--- src/dbad_pkg.sv ---
// Shared constants for the board address decoder: region bounds, wait counts.
// Assumes a 24-bit word address from the processor's external bus.
package dbad_pkg;
   // ==========================================================
   // Region bounds (word addresses)
   localparam logic [23:0] BOOT_HI     = 24'h000FFF;
   localparam logic [23:0] XRAM_LO     = 24'h001000;
   localparam logic [23:0] XRAM_HI     = 24'h03FFFF;
   localparam logic [23:0] FLASH_LO    = 24'h400000;
   localparam logic [23:0] FLASH_HI    = 24'h47FFFF;
   localparam logic [23:0] IRAM2_LO    = 24'h800000;
   localparam logic [23:0] IRAM3_LO    = 24'h804000;
   localparam logic [23:0] IRAM3_HI    = 24'h807FFF;
   localparam logic [23:0] PERIPH_LO   = 24'h808000;
   localparam logic [23:0] PERIPH_HI   = 24'h8097FF;
   localparam logic [23:0] IRAM0_LO    = 24'h809800;
   localparam logic [23:0] IRAM1_LO    = 24'h809C00;
   localparam logic [23:0] IRAM1_HI    = 24'h809FFF;
   localparam logic [23:0] VECTOR_LO   = 24'h809FC1;
   localparam logic [23:0] SWLED_ADDR  = 24'h80B005;
   // ==========================================================
   // Wait states per region
   localparam logic [2:0]  XRAM_WAITS  = 3'h5;
   localparam logic [2:0]  FLASH_WAITS = 3'h7;
   localparam logic [2:0]  NO_WAITS    = 3'h0;
   // ==========================================================
   // Reset values
   localparam logic [7:0]  LED_RST     = 8'h00;
   localparam logic [7:0]  SW_RST      = 8'h00;
   // Decoded region codes
   typedef enum logic [2:0] {
      DBAD_RG_NONE   = 3'b000,
      DBAD_RG_BOOT   = 3'b001,
      DBAD_RG_XRAM   = 3'b010,
      DBAD_RG_FLASH  = 3'b011,
      DBAD_RG_IRAM   = 3'b100,
      DBAD_RG_PERIPH = 3'b101,
      DBAD_RG_SWLED  = 3'b110
   } dbad_region_t;
endpackage

--- src/dbad_dec_if.sv ---
// Interface carrying the decoded region between decoder and top.
// Assumes dbad_pkg compiled first.
`timescale 1ns/100ps
interface dbad_dec_if;
   logic [23:0]           addr;
   dbad_pkg::dbad_region_t region;
   logic [2:0]            waits;
   logic                  vector_hit;
   modport dec (input addr, output region, output waits, output vector_hit);
   modport top (output addr, input region, input waits, input vector_hit);
endinterface

--- src/dbad_region_dec.sv ---
// Combinational address-range decoder with per-region wait count.
// Assumes the address is stable in the strobe cycle of an access.
`timescale 1ns/100ps
module dbad_region_dec (
   // Decode port
   dbad_dec_if.dec d
);
   // ==========================================================
   // Range compare
   always_comb begin
      d.region     = dbad_pkg::DBAD_RG_NONE;
      d.waits      = dbad_pkg::NO_WAITS;
      d.vector_hit = 1'b0;
      if (d.addr <= dbad_pkg::BOOT_HI) begin
         d.region = dbad_pkg::DBAD_RG_BOOT;
      end else if (d.addr >= dbad_pkg::XRAM_LO && d.addr <= dbad_pkg::XRAM_HI) begin
         d.region = dbad_pkg::DBAD_RG_XRAM;
         d.waits  = dbad_pkg::XRAM_WAITS;
      end else if (d.addr >= dbad_pkg::FLASH_LO && d.addr <= dbad_pkg::FLASH_HI) begin
         d.region = dbad_pkg::DBAD_RG_FLASH;
         d.waits  = dbad_pkg::FLASH_WAITS;
      end else if (d.addr >= dbad_pkg::IRAM2_LO && d.addr <= dbad_pkg::IRAM3_HI) begin
         d.region = dbad_pkg::DBAD_RG_IRAM;
      end else if (d.addr >= dbad_pkg::PERIPH_LO && d.addr <= dbad_pkg::PERIPH_HI) begin
         d.region = dbad_pkg::DBAD_RG_PERIPH;
      end else if (d.addr >= dbad_pkg::IRAM0_LO && d.addr <= dbad_pkg::IRAM1_HI) begin
         d.region     = dbad_pkg::DBAD_RG_IRAM;
         d.vector_hit = (d.addr >= dbad_pkg::VECTOR_LO);
      end else if (d.addr == dbad_pkg::SWLED_ADDR) begin
         d.region = dbad_pkg::DBAD_RG_SWLED;
      end
   end
endmodule

--- src/dbad_top.sv ---
// Board address decoder and wait-state generator for the DSP external bus.
// Assumes a one-cycle strobe starts each access and address/data hold until ready.
// Functional notes
// Addresses 0h to FFFh stay for the bootloader; no external select.
// External RAM at 1000h..3FFFFh, five wait states per access.
// Flash at 400000h..47FFFFh, seven wait states per access.
// Flash uses data bits 7..0 only; upper 24 bits untouched.
// On-chip RAM, 136 KB, reached with zero wait states.
// 800000h..807FFFh map to two internal 64 KB blocks.
// 808000h..8097FFh belong to internal peripherals; decoder stays off.
// 809800h..809FFFh are two 4 KB blocks; top holds branch table.
// Empty regions select nothing and finish without wait states.
// LED write lights LEDs for 1 bits, echoed on expansion outputs.
// Switch read returns eight switches, shared with expansion inputs.
`timescale 1ns/100ps
module dbad_top (
   // Clock and reset
   input  wire logic        sys_clk_i,
   input  wire logic        rst_n_i,
   // Processor bus
   input  wire logic        strb_i,
   input  wire logic        rd_wr_i,
   input  wire logic [23:0] addr_i,
   input  wire logic [31:0] wdata_i,
   output logic [31:0]      rdata_o,
   output logic             ready_o,
   // Memory selects
   output logic             xram_sel_o,
   output logic             flash_sel_o,
   output logic             iram_sel_o,
   output logic             vector_sel_o,
   // Flash byte lane
   input  wire logic [7:0]  flash_rdata_i,
   output logic [7:0]       flash_wdata_o,
   output logic             flash_we_o,
   // External RAM data
   input  wire logic [31:0] xram_rdata_i,
   // Switches and LEDs
   input  wire logic [7:0]  switch_i,
   output logic [7:0]       led_o,
   output logic [7:0]       exp_out_o
);
   // ==========================================================
   // Access state
   typedef enum logic [1:0] {
      DBAD_IDLE = 2'b00,
      DBAD_WAIT = 2'b01,
      DBAD_DONE = 2'b10
   } dbad_state_t;

   // Decoder carrier and sequencer state
   dbad_dec_if             dec ();
   dbad_state_t            state_r,   state_nxt;
   dbad_pkg::dbad_region_t region_r,  region_nxt;
   logic [2:0]             cnt_r,     cnt_nxt;
   logic                   wr_r,      wr_nxt;
   logic                   vec_r,     vec_nxt;
   logic                   complete;
   // Result and port state
   logic [7:0]             led_r,     led_nxt;
   logic [31:0]            rdata_r,   rdata_nxt;
   logic [7:0]             fwd_r,     fwd_nxt;
   // Accepted switch levels, one bit from each synchroniser slice
   logic [7:0]             sw_sync;

   // ==========================================================
   // Region decoder, purely combinational on the held address
   assign dec.addr = addr_i;

   dbad_region_dec u_dec (
      .d (dec.dec)
   );

   // ==========================================================
   // Switch synchroniser, one slice per switch bit
   // The switches and the expansion inputs come straight off the board with
   // no relation to this clock; a bit is accepted only once stages two and
   // three agree, so a level that moves at a clock edge is never half taken.
   for (genvar g = 0; g < 8; g++) begin : g_sw
      logic s1_r,  s1_nxt;
      logic s2_r,  s2_nxt;
      logic s3_r,  s3_nxt;
      logic acc_r, acc_nxt;

      // Shift the pin in; hold the accepted level while stages two and three differ
      always_comb begin
         s1_nxt  = switch_i[g];
         s2_nxt  = s1_r;
         s3_nxt  = s2_r;
         acc_nxt = (s2_r == s3_r) ? s3_r : acc_r;
      end

      // Stage registers only
      always_ff @(posedge sys_clk_i or negedge rst_n_i) begin
         if (!rst_n_i) begin
            s1_r  <= dbad_pkg::SW_RST[g];
            s2_r  <= dbad_pkg::SW_RST[g];
            s3_r  <= dbad_pkg::SW_RST[g];
            acc_r <= dbad_pkg::SW_RST[g];
         end else begin
            s1_r  <= s1_nxt;
            s2_r  <= s2_nxt;
            s3_r  <= s3_nxt;
            acc_r <= acc_nxt;
         end
      end

      assign sw_sync[g] = acc_r;
   end

   // ==========================================================
   // Access sequencer; wait count loads from the region decode
   // Edges after the strobe edge until ready is seen: one for internal RAM,
   // ports and empty space, six for external RAM, eight for flash.
   // A strobe that arrives while an access runs is dropped without trace,
   // so the processor must wait for ready before it strobes again.
   always_comb begin
      state_nxt  = state_r;
      region_nxt = region_r;
      cnt_nxt    = cnt_r;
      wr_nxt     = wr_r;
      vec_nxt    = vec_r;
      complete   = 1'b0;
      case (state_r)
         DBAD_IDLE: begin
            if (strb_i) begin
               region_nxt = dec.region;
               vec_nxt    = dec.vector_hit;
               wr_nxt     = !rd_wr_i;
               cnt_nxt    = dec.waits;
               // Zero-wait regions finish at once (internal RAM, empty, ports)
               state_nxt  = (dec.waits == dbad_pkg::NO_WAITS) ? DBAD_DONE : DBAD_WAIT;
            end
         end
         DBAD_WAIT: begin
            cnt_nxt = cnt_r - 3'h1;
            if (cnt_r == 3'h1) begin
               state_nxt = DBAD_DONE;
            end
         end
         DBAD_DONE: begin
            complete  = 1'b1;
            state_nxt = DBAD_IDLE;
         end
         default: begin
            state_nxt = DBAD_IDLE;
         end
      endcase
   end

   // Sequencer registers only
   always_ff @(posedge sys_clk_i or negedge rst_n_i) begin
      if (!rst_n_i) begin
         state_r  <= DBAD_IDLE;
         region_r <= dbad_pkg::DBAD_RG_NONE;
         cnt_r    <= dbad_pkg::NO_WAITS;
         wr_r     <= 1'b0;
         vec_r    <= 1'b0;
      end else begin
         state_r  <= state_nxt;
         region_r <= region_nxt;
         cnt_r    <= cnt_nxt;
         wr_r     <= wr_nxt;
         vec_r    <= vec_nxt;
      end
   end

   // ==========================================================
   // Result registers: read data, flash write byte and LED port
   // The LED port only moves on a write to its own location, so reads of the
   // switches and accesses elsewhere never disturb what the LEDs show.
   always_comb begin
      rdata_nxt = rdata_r;
      led_nxt   = led_r;
      fwd_nxt   = fwd_r;
      // Flash byte is caught with the strobe and stands through the access
      if (state_r == DBAD_IDLE && strb_i) begin
         fwd_nxt = wdata_i[7:0];
      end
      if (complete) begin
         case (region_r)
            dbad_pkg::DBAD_RG_XRAM:  rdata_nxt = xram_rdata_i;
            dbad_pkg::DBAD_RG_FLASH: rdata_nxt = {24'h000000, flash_rdata_i};
            dbad_pkg::DBAD_RG_SWLED: rdata_nxt = {24'h000000, sw_sync};
            default:                 rdata_nxt = 32'h00000000;
         endcase
         if (wr_r && region_r == dbad_pkg::DBAD_RG_SWLED) begin
            led_nxt = wdata_i[7:0];
         end
      end
   end

   // Result registers only
   always_ff @(posedge sys_clk_i or negedge rst_n_i) begin
      if (!rst_n_i) begin
         led_r   <= dbad_pkg::LED_RST;
         rdata_r <= 32'h00000000;
         fwd_r   <= 8'h00;
      end else begin
         led_r   <= led_nxt;
         rdata_r <= rdata_nxt;
         fwd_r   <= fwd_nxt;
      end
   end

   // ==========================================================
   // Selects stay up for the whole access; bootloader and peripheral space never select
   // They come from registered state, so they cannot glitch while the address
   // settles; the price is that a memory sees its select one edge after the strobe.
   // The flash write byte is registered too, so it stands unchanged under the write pulse.
   assign xram_sel_o    = (state_r != DBAD_IDLE) && region_r == dbad_pkg::DBAD_RG_XRAM;
   assign flash_sel_o   = (state_r != DBAD_IDLE) && region_r == dbad_pkg::DBAD_RG_FLASH;
   assign iram_sel_o    = (state_r != DBAD_IDLE) && region_r == dbad_pkg::DBAD_RG_IRAM;
   assign vector_sel_o  = iram_sel_o && vec_r;
   assign flash_we_o    = flash_sel_o && wr_r && (state_r == DBAD_DONE);
   assign flash_wdata_o = fwd_r;
   assign ready_o       = complete;
   assign rdata_o       = rdata_r;
   assign led_o         = led_r;
   assign exp_out_o     = led_r;
endmodule

--- config.mk ---
export PLATFORM = sky130hd
export DESIGN_NAME = dbad_top
export DESIGN_NICKNAME = d
export VERILOG_FILES = /design/src/dbad_pkg.sv /design/src/dbad_dec_if.sv /design/src/dbad_region_dec.sv /design/src/dbad_top.sv
export SDC_FILE = /design/constraint.sdc
export NUM_CORES = 1
export LEC_CHECK = 0
export ABC_AREA = 1
export BUFFER_PORTS_ARGS = -buffer_cell sky130_fd_sc_hd__buf_2
export CAP_MARGIN = 20
export CORE_MARGIN = 2
export CORE_UTILIZATION = 26
export DETAILED_ROUTE_END_ITERATION = 8
export SYNTH_ARGS = -nofsm -noshare
export SYNTH_HDL_FRONTEND = slang
export SYNTH_HIERARCHICAL = 1
export SYNTH_SLANG_ARGS = --single-unit
--- constraint.sdc ---
create_clock -name sys_clk_i -period 2.1 [get_ports sys_clk_i]
set_input_delay 0.21 -clock sys_clk_i [delete_from_list [all_inputs] [get_ports sys_clk_i]]
set_output_delay 0.21 -clock sys_clk_i [all_outputs]
set_load 0.02 [all_outputs]
Word level (Yosys, flattened, before mapping). Cells that the tools add are included.

Shift-type cells: 0. Divide/modulo/power cells: 0. Add/sub/neg operators: 1. Reduce and logical (&&, ||, !) cells: 22. Multiplexer cells: 24. Bitwise gates (word level): 0. Multipliers: 0. Equality and inequality tests: 18. $lt $le $gt $ge: 12.

Operators by type and width (number): 24-bit greater-or-equal comparator (second input constant) (4); 32-bit one-hot mux with 3 select lines (1); 24-bit <= comparator (second input constant) (3); 3-bit two-way mux (11); 24-bit == test (second input constant) (1); 24-bit by 13-bit greater-or-equal comparator with 1-bit output (second input constant) (1); 24-bit by 23-bit greater-or-equal comparator with 1-bit output (second input constant) (1); 24-bit by 12-bit <= comparator with 1-bit output (second input constant) (1); 24-bit by 18-bit <= comparator with 1-bit output (second input constant) (1); 24-bit by 23-bit <= comparator with 1-bit output (second input constant) (1); 1-bit logical AND (13); 1-bit == test (8); 2-bit AND reduction (4); 1-bit two-way mux (7); 3-bit by 2-bit == test with 1-bit output (second input constant) (2); 3-bit == test (second input constant) (2); 2-bit two-way mux (3); 3-bit one-hot mux with 2 select lines (1); 2-bit inequality test (second input constant) (2); 2-bit one-hot mux with 2 select lines (1); 2-bit nonzero test (2); 3-bit by 1-bit == test with 1-bit output (second input constant) (1); 3-bit zero test (1); 3-bit by 1-bit subtractor with 3-bit output (second input constant) (1); other kinds (4) (4).

Bits in latches: 0. Register bits: 90. Input port bits: 108. ROM bits: 0. Memory bits (writable): 0. Output and inout bits: 62. Word-level logic and storage cells: 117. Memories kept: 0.

Logic depth before layout (Yosys ltp).
Word-level depth: 9. Mapped depth: 10. Mapped depth without buffers: 10.

Cells and area by module. The synthesis kept the hierarchy.

Modules (own cells, without submodules): dbad_top (times used 1, sequential area each 2252.2 um^2, cells an instance 361, area an instance 3624.7 um^2); dbad_region_dec (times used 1, sequential area each 0.0 um^2, cells an instance 68, area an instance 380.4 um^2).

Worst setup path before layout. OpenSTA, ideal clock, no wires.

Path kind: register -> output. Start point: register region_r[0]. End point: output vector_sel_o. Path buffers: 3. Arrival time: 1.407 ns. Slack: 0.483 ns. Stages on the path, launching flop included: 7. Data required time: 1.890 ns. Cell sequence: dfrtp_1 > buf_6 > inv_4 > buf_8 > buf_4 > nand3_1 > nor3b_1.

Word-level cells in the longest chain between the ends: 3.

RTL lines: start, declared (RTL line dbad_top.sv:54) `dbad_pkg::dbad_region_t region_r, region_nxt;`; start signal, assigned (RTL line dbad_top.sv:155) `region_r <= dbad_pkg::DBAD_RG_NONE;`; start signal, assigned (RTL line dbad_top.sv:161) `region_r <= region_nxt;`; 3-bit == test (RTL line dbad_top.sv:213) `assign iram_sel_o = (state_r != DBAD_IDLE) && region_r == dbad_pkg::DBAD_RG_IRAM;`; 1-bit logical AND (RTL line dbad_top.sv:213); 1-bit logical AND (RTL line dbad_top.sv:214) `assign vector_sel_o = iram_sel_o && vec_r;`; end, declared (RTL line dbad_top.sv:31) `output logic vector_sel_o,`.

No other way between the ends.

Final worst setup path. Same ends and word-level chain as after synthesis.

==> results.ini <==
[logic_synthesis]
synth-compound-area-share_pct=5.75
syn_avg_cell_area_um2=9.34
syn_area_um2=4010
synth_cell_types=28
ys_warn_count=6
synthXorXnorAreaFrac_pct=0
synth_seq_cells=90
synth_async_sr_flop_share_pct=100
synth_nets=539
synth_enable_flop_cells=0
synthAdderAreaFrac_pct=2.62
yosys_most_used_dff=dfrtp_1
yosys.area_share.simple_pct=27.5
synth_seq_area_share_pct=56.2
synthCells=429
synth_top_family_by_area=simple AND/OR/NAND/NOR gates
yosys-mux-area-fraction_pct=0

[placed_design]
detailed_place.area_um2=4830
pre_cts_ws_ps=464
place_congestion=0.750
dp.cells=740
port-buffer-count=145
hpwl_mm=6.60

[power_and_ir_drop]
power_switching_mw=1.72
power.density_nw_per_um2=953
power_frac_comb_pct=25.3
finalPower_mw=4.97
internal_power_mw=3.26
swShare_pct=34.5
clkPwrFrac_pct=31.5
leakage_nw=2.67
irDropWorstVdd_uv=332
seq_power_share_pct=43.2

[clocking]
clkTransAtPathRegs_ps=70
clk_latency_ps=340
cts_made_buffers=9
htree_num_levels=3
cts_tree=built
clockRootBuffer=clkbuf_16
cts_buffer_depth=2
post_cts.repair.setup_buffers=0
clock_sinks=90

[routing]
num_vias=3316
drc=0
routedWlPerCell_um=11.9
drt_iter0_markers=132
ant_nets=0
first_pass_iters=4
avgViaCountPerCell=4.33
postRouteWirelength_mm=9.13

[floorplanning]
die_w_um=128
core_area_um2=15100
num_rows=45
pin_count=170
dieArea_um2=16400
die_h_um=128
initial_utilization_pct=26.4

[status]
outcome=complete, no violations

[sta]
fmaxAchievable_mhz=537
finalClockSkew_ps=6.87
max_slew_margin_pct=73.2
timing.setup.tns_ps=0
finalHoldViolCount=0
period_share_pct=88.7
fin_crit_ps=1860
tightestPinTransition_ps=401
setup_ws_ps=237
setup_viol=0
rsz0062_at_grt=no
maxSlewViolCount=0

[layout]
final_common_cell=buf_2
nets=682
postLayoutCellArea_um2=5220
area_growth_syn_to_layout_pct=30.3
drive_above_1_share_pct=35.4
num_antenna_cells=0
final_cells=765
final_cell_mix=144 x buf_2, 133 x nand2_1, 89 x dfrtp_1, 36 x o21ai_0, 25 x nand4_1

[global_routing]
antenna_found_initial=0
globalRouteOverflowTotal=0
track_usage_pct=11.5
grt_pass1_wl_mm=15.0
grt_max_degree=45
grt_pass1_vias=3108

[critical_path]
endpoint_kind=output port
crit_fanout=20
arrival_ps=1650
worst_r2r_path_depth=4
path_class=register to output port
startpoint_type=register
cp_data_required_time_ps=1890

[run]
cap_violations=0

[min_path]
whs_path_depth=2
hold_path_class=input port to register

-- synthesized netlist by cell type, types with 3 or more instances --
library cell / n / area share, %
buf_2: 7 / 0.87
buf_4: 15 / 2.8
clkbuf_1: 3 / 0.28
dfrtp_1: 90 / 56
inv_1: 24 / 2.2
inv_2: 6 / 0.56
maj3_1: 8 / 2.0
nand2_1: 133 / 12
nand2_2: 6 / 0.94
nand3_1: 21 / 2.6
nand3_2: 4 / 1.0
nand4_1: 25 / 3.9
nor2_1: 19 / 1.8
nor2_4: 6 / 1.7
nor3_1: 3 / 0.37
nor3_2: 3 / 0.75
o21ai_0: 36 / 4.5
o21ai_1: 3 / 0.37
o21ai_2: 4 / 0.87
-- routing by layer --
metal	up-vias	wire, um	track usage (%)
met5	-	0	0
met4	0	252	5.69
met3	19	471	2.38
met2	106	4160	18.5
met1	1525	4240	14.9
li1	1666	-	-
-- cell type report --
type	instances	area [um^2]
Clock buffer	10	239
Clock inverter	6	56.3
Fill cell	1568	9930
Inverter	31	120
Multi-Input combinational cell	280	1440
Sequential cell	90	2250
Tap cell	188	235
Timing Repair Buffer	160	876
-- sequential cells by signal, summed over array words and instances (netlist names) --
register and cells:
rdata_o 32, exp_out_o 8, flash_wdata_o 8, g_sw.acc_r 8, g_sw.s1_r 8, g_sw.s2_r 8
g_sw.s3_r 8, cnt_r 3, region_r 3, state_r 2, vec_r 1, wr_r 1
-- kinds of logic after synthesis --
| logic type | Yosys count |
|---|---|
| buffers and inverters | 59 |
| and+or+nand+nor | 227 |
| adders and majority gates | 10 |
| AOI/OAI and AO/OA | 43 |
| DFF | 90 |
-- final timing paths --
| path | from | to | slack, ps |
|---|---|---|---|
| max in group asynchronous | rst_n_i | rdata_o[19] | 1170 |
| worst max-delay path | region_r[0] | vector_sel_o | 240 |
| worst min register to register | g_sw[6].s1_r | g_sw[6].s2_r | 350 |
| min in group asynchronous | rst_n_i | g_sw[5].s1_r | 300 |
| worst min-delay path | rd_wr_i | wr_r | 80 |
| worst max register to register | region_r[2] | rdata_o[9] | 530 |
-- metrics by stage --
stage / hold slack, ps / util (%)
finish: 76.2 / 34.4
CTS: 62.1 / 34.4
floorplan: -85.6 / -
detailed placement: 133 / 31.9
global placement: 133 / 31.9
global route: 82.2 / 34.4
-- power by group through the flow --
stage               Combinational (mW)  Clock (mW)  Sequential [mW]
floorplan                        0.700           0             2.34
global placement                  1.27           0             2.17
detailed placement                1.27           0             2.18
CTS                               1.29        1.63             2.15
global route                      1.42        1.70             2.18
finish                            1.26        1.57             2.15
-- critical path, cell delays in order (launching register included) --
cell and delay [ps]:
dfrtp_1 530, inv_4 250, nand3_1 140, nor3b_1 190, buf_2 200
-- timing repair --
action	in CTS	in global routing
gates resized for setup	0	2
hold buffers	9	0
setup endpoints to repair	0	1
endpoints found under the hold margin	30	0
(Power assumes the default switching activity.)
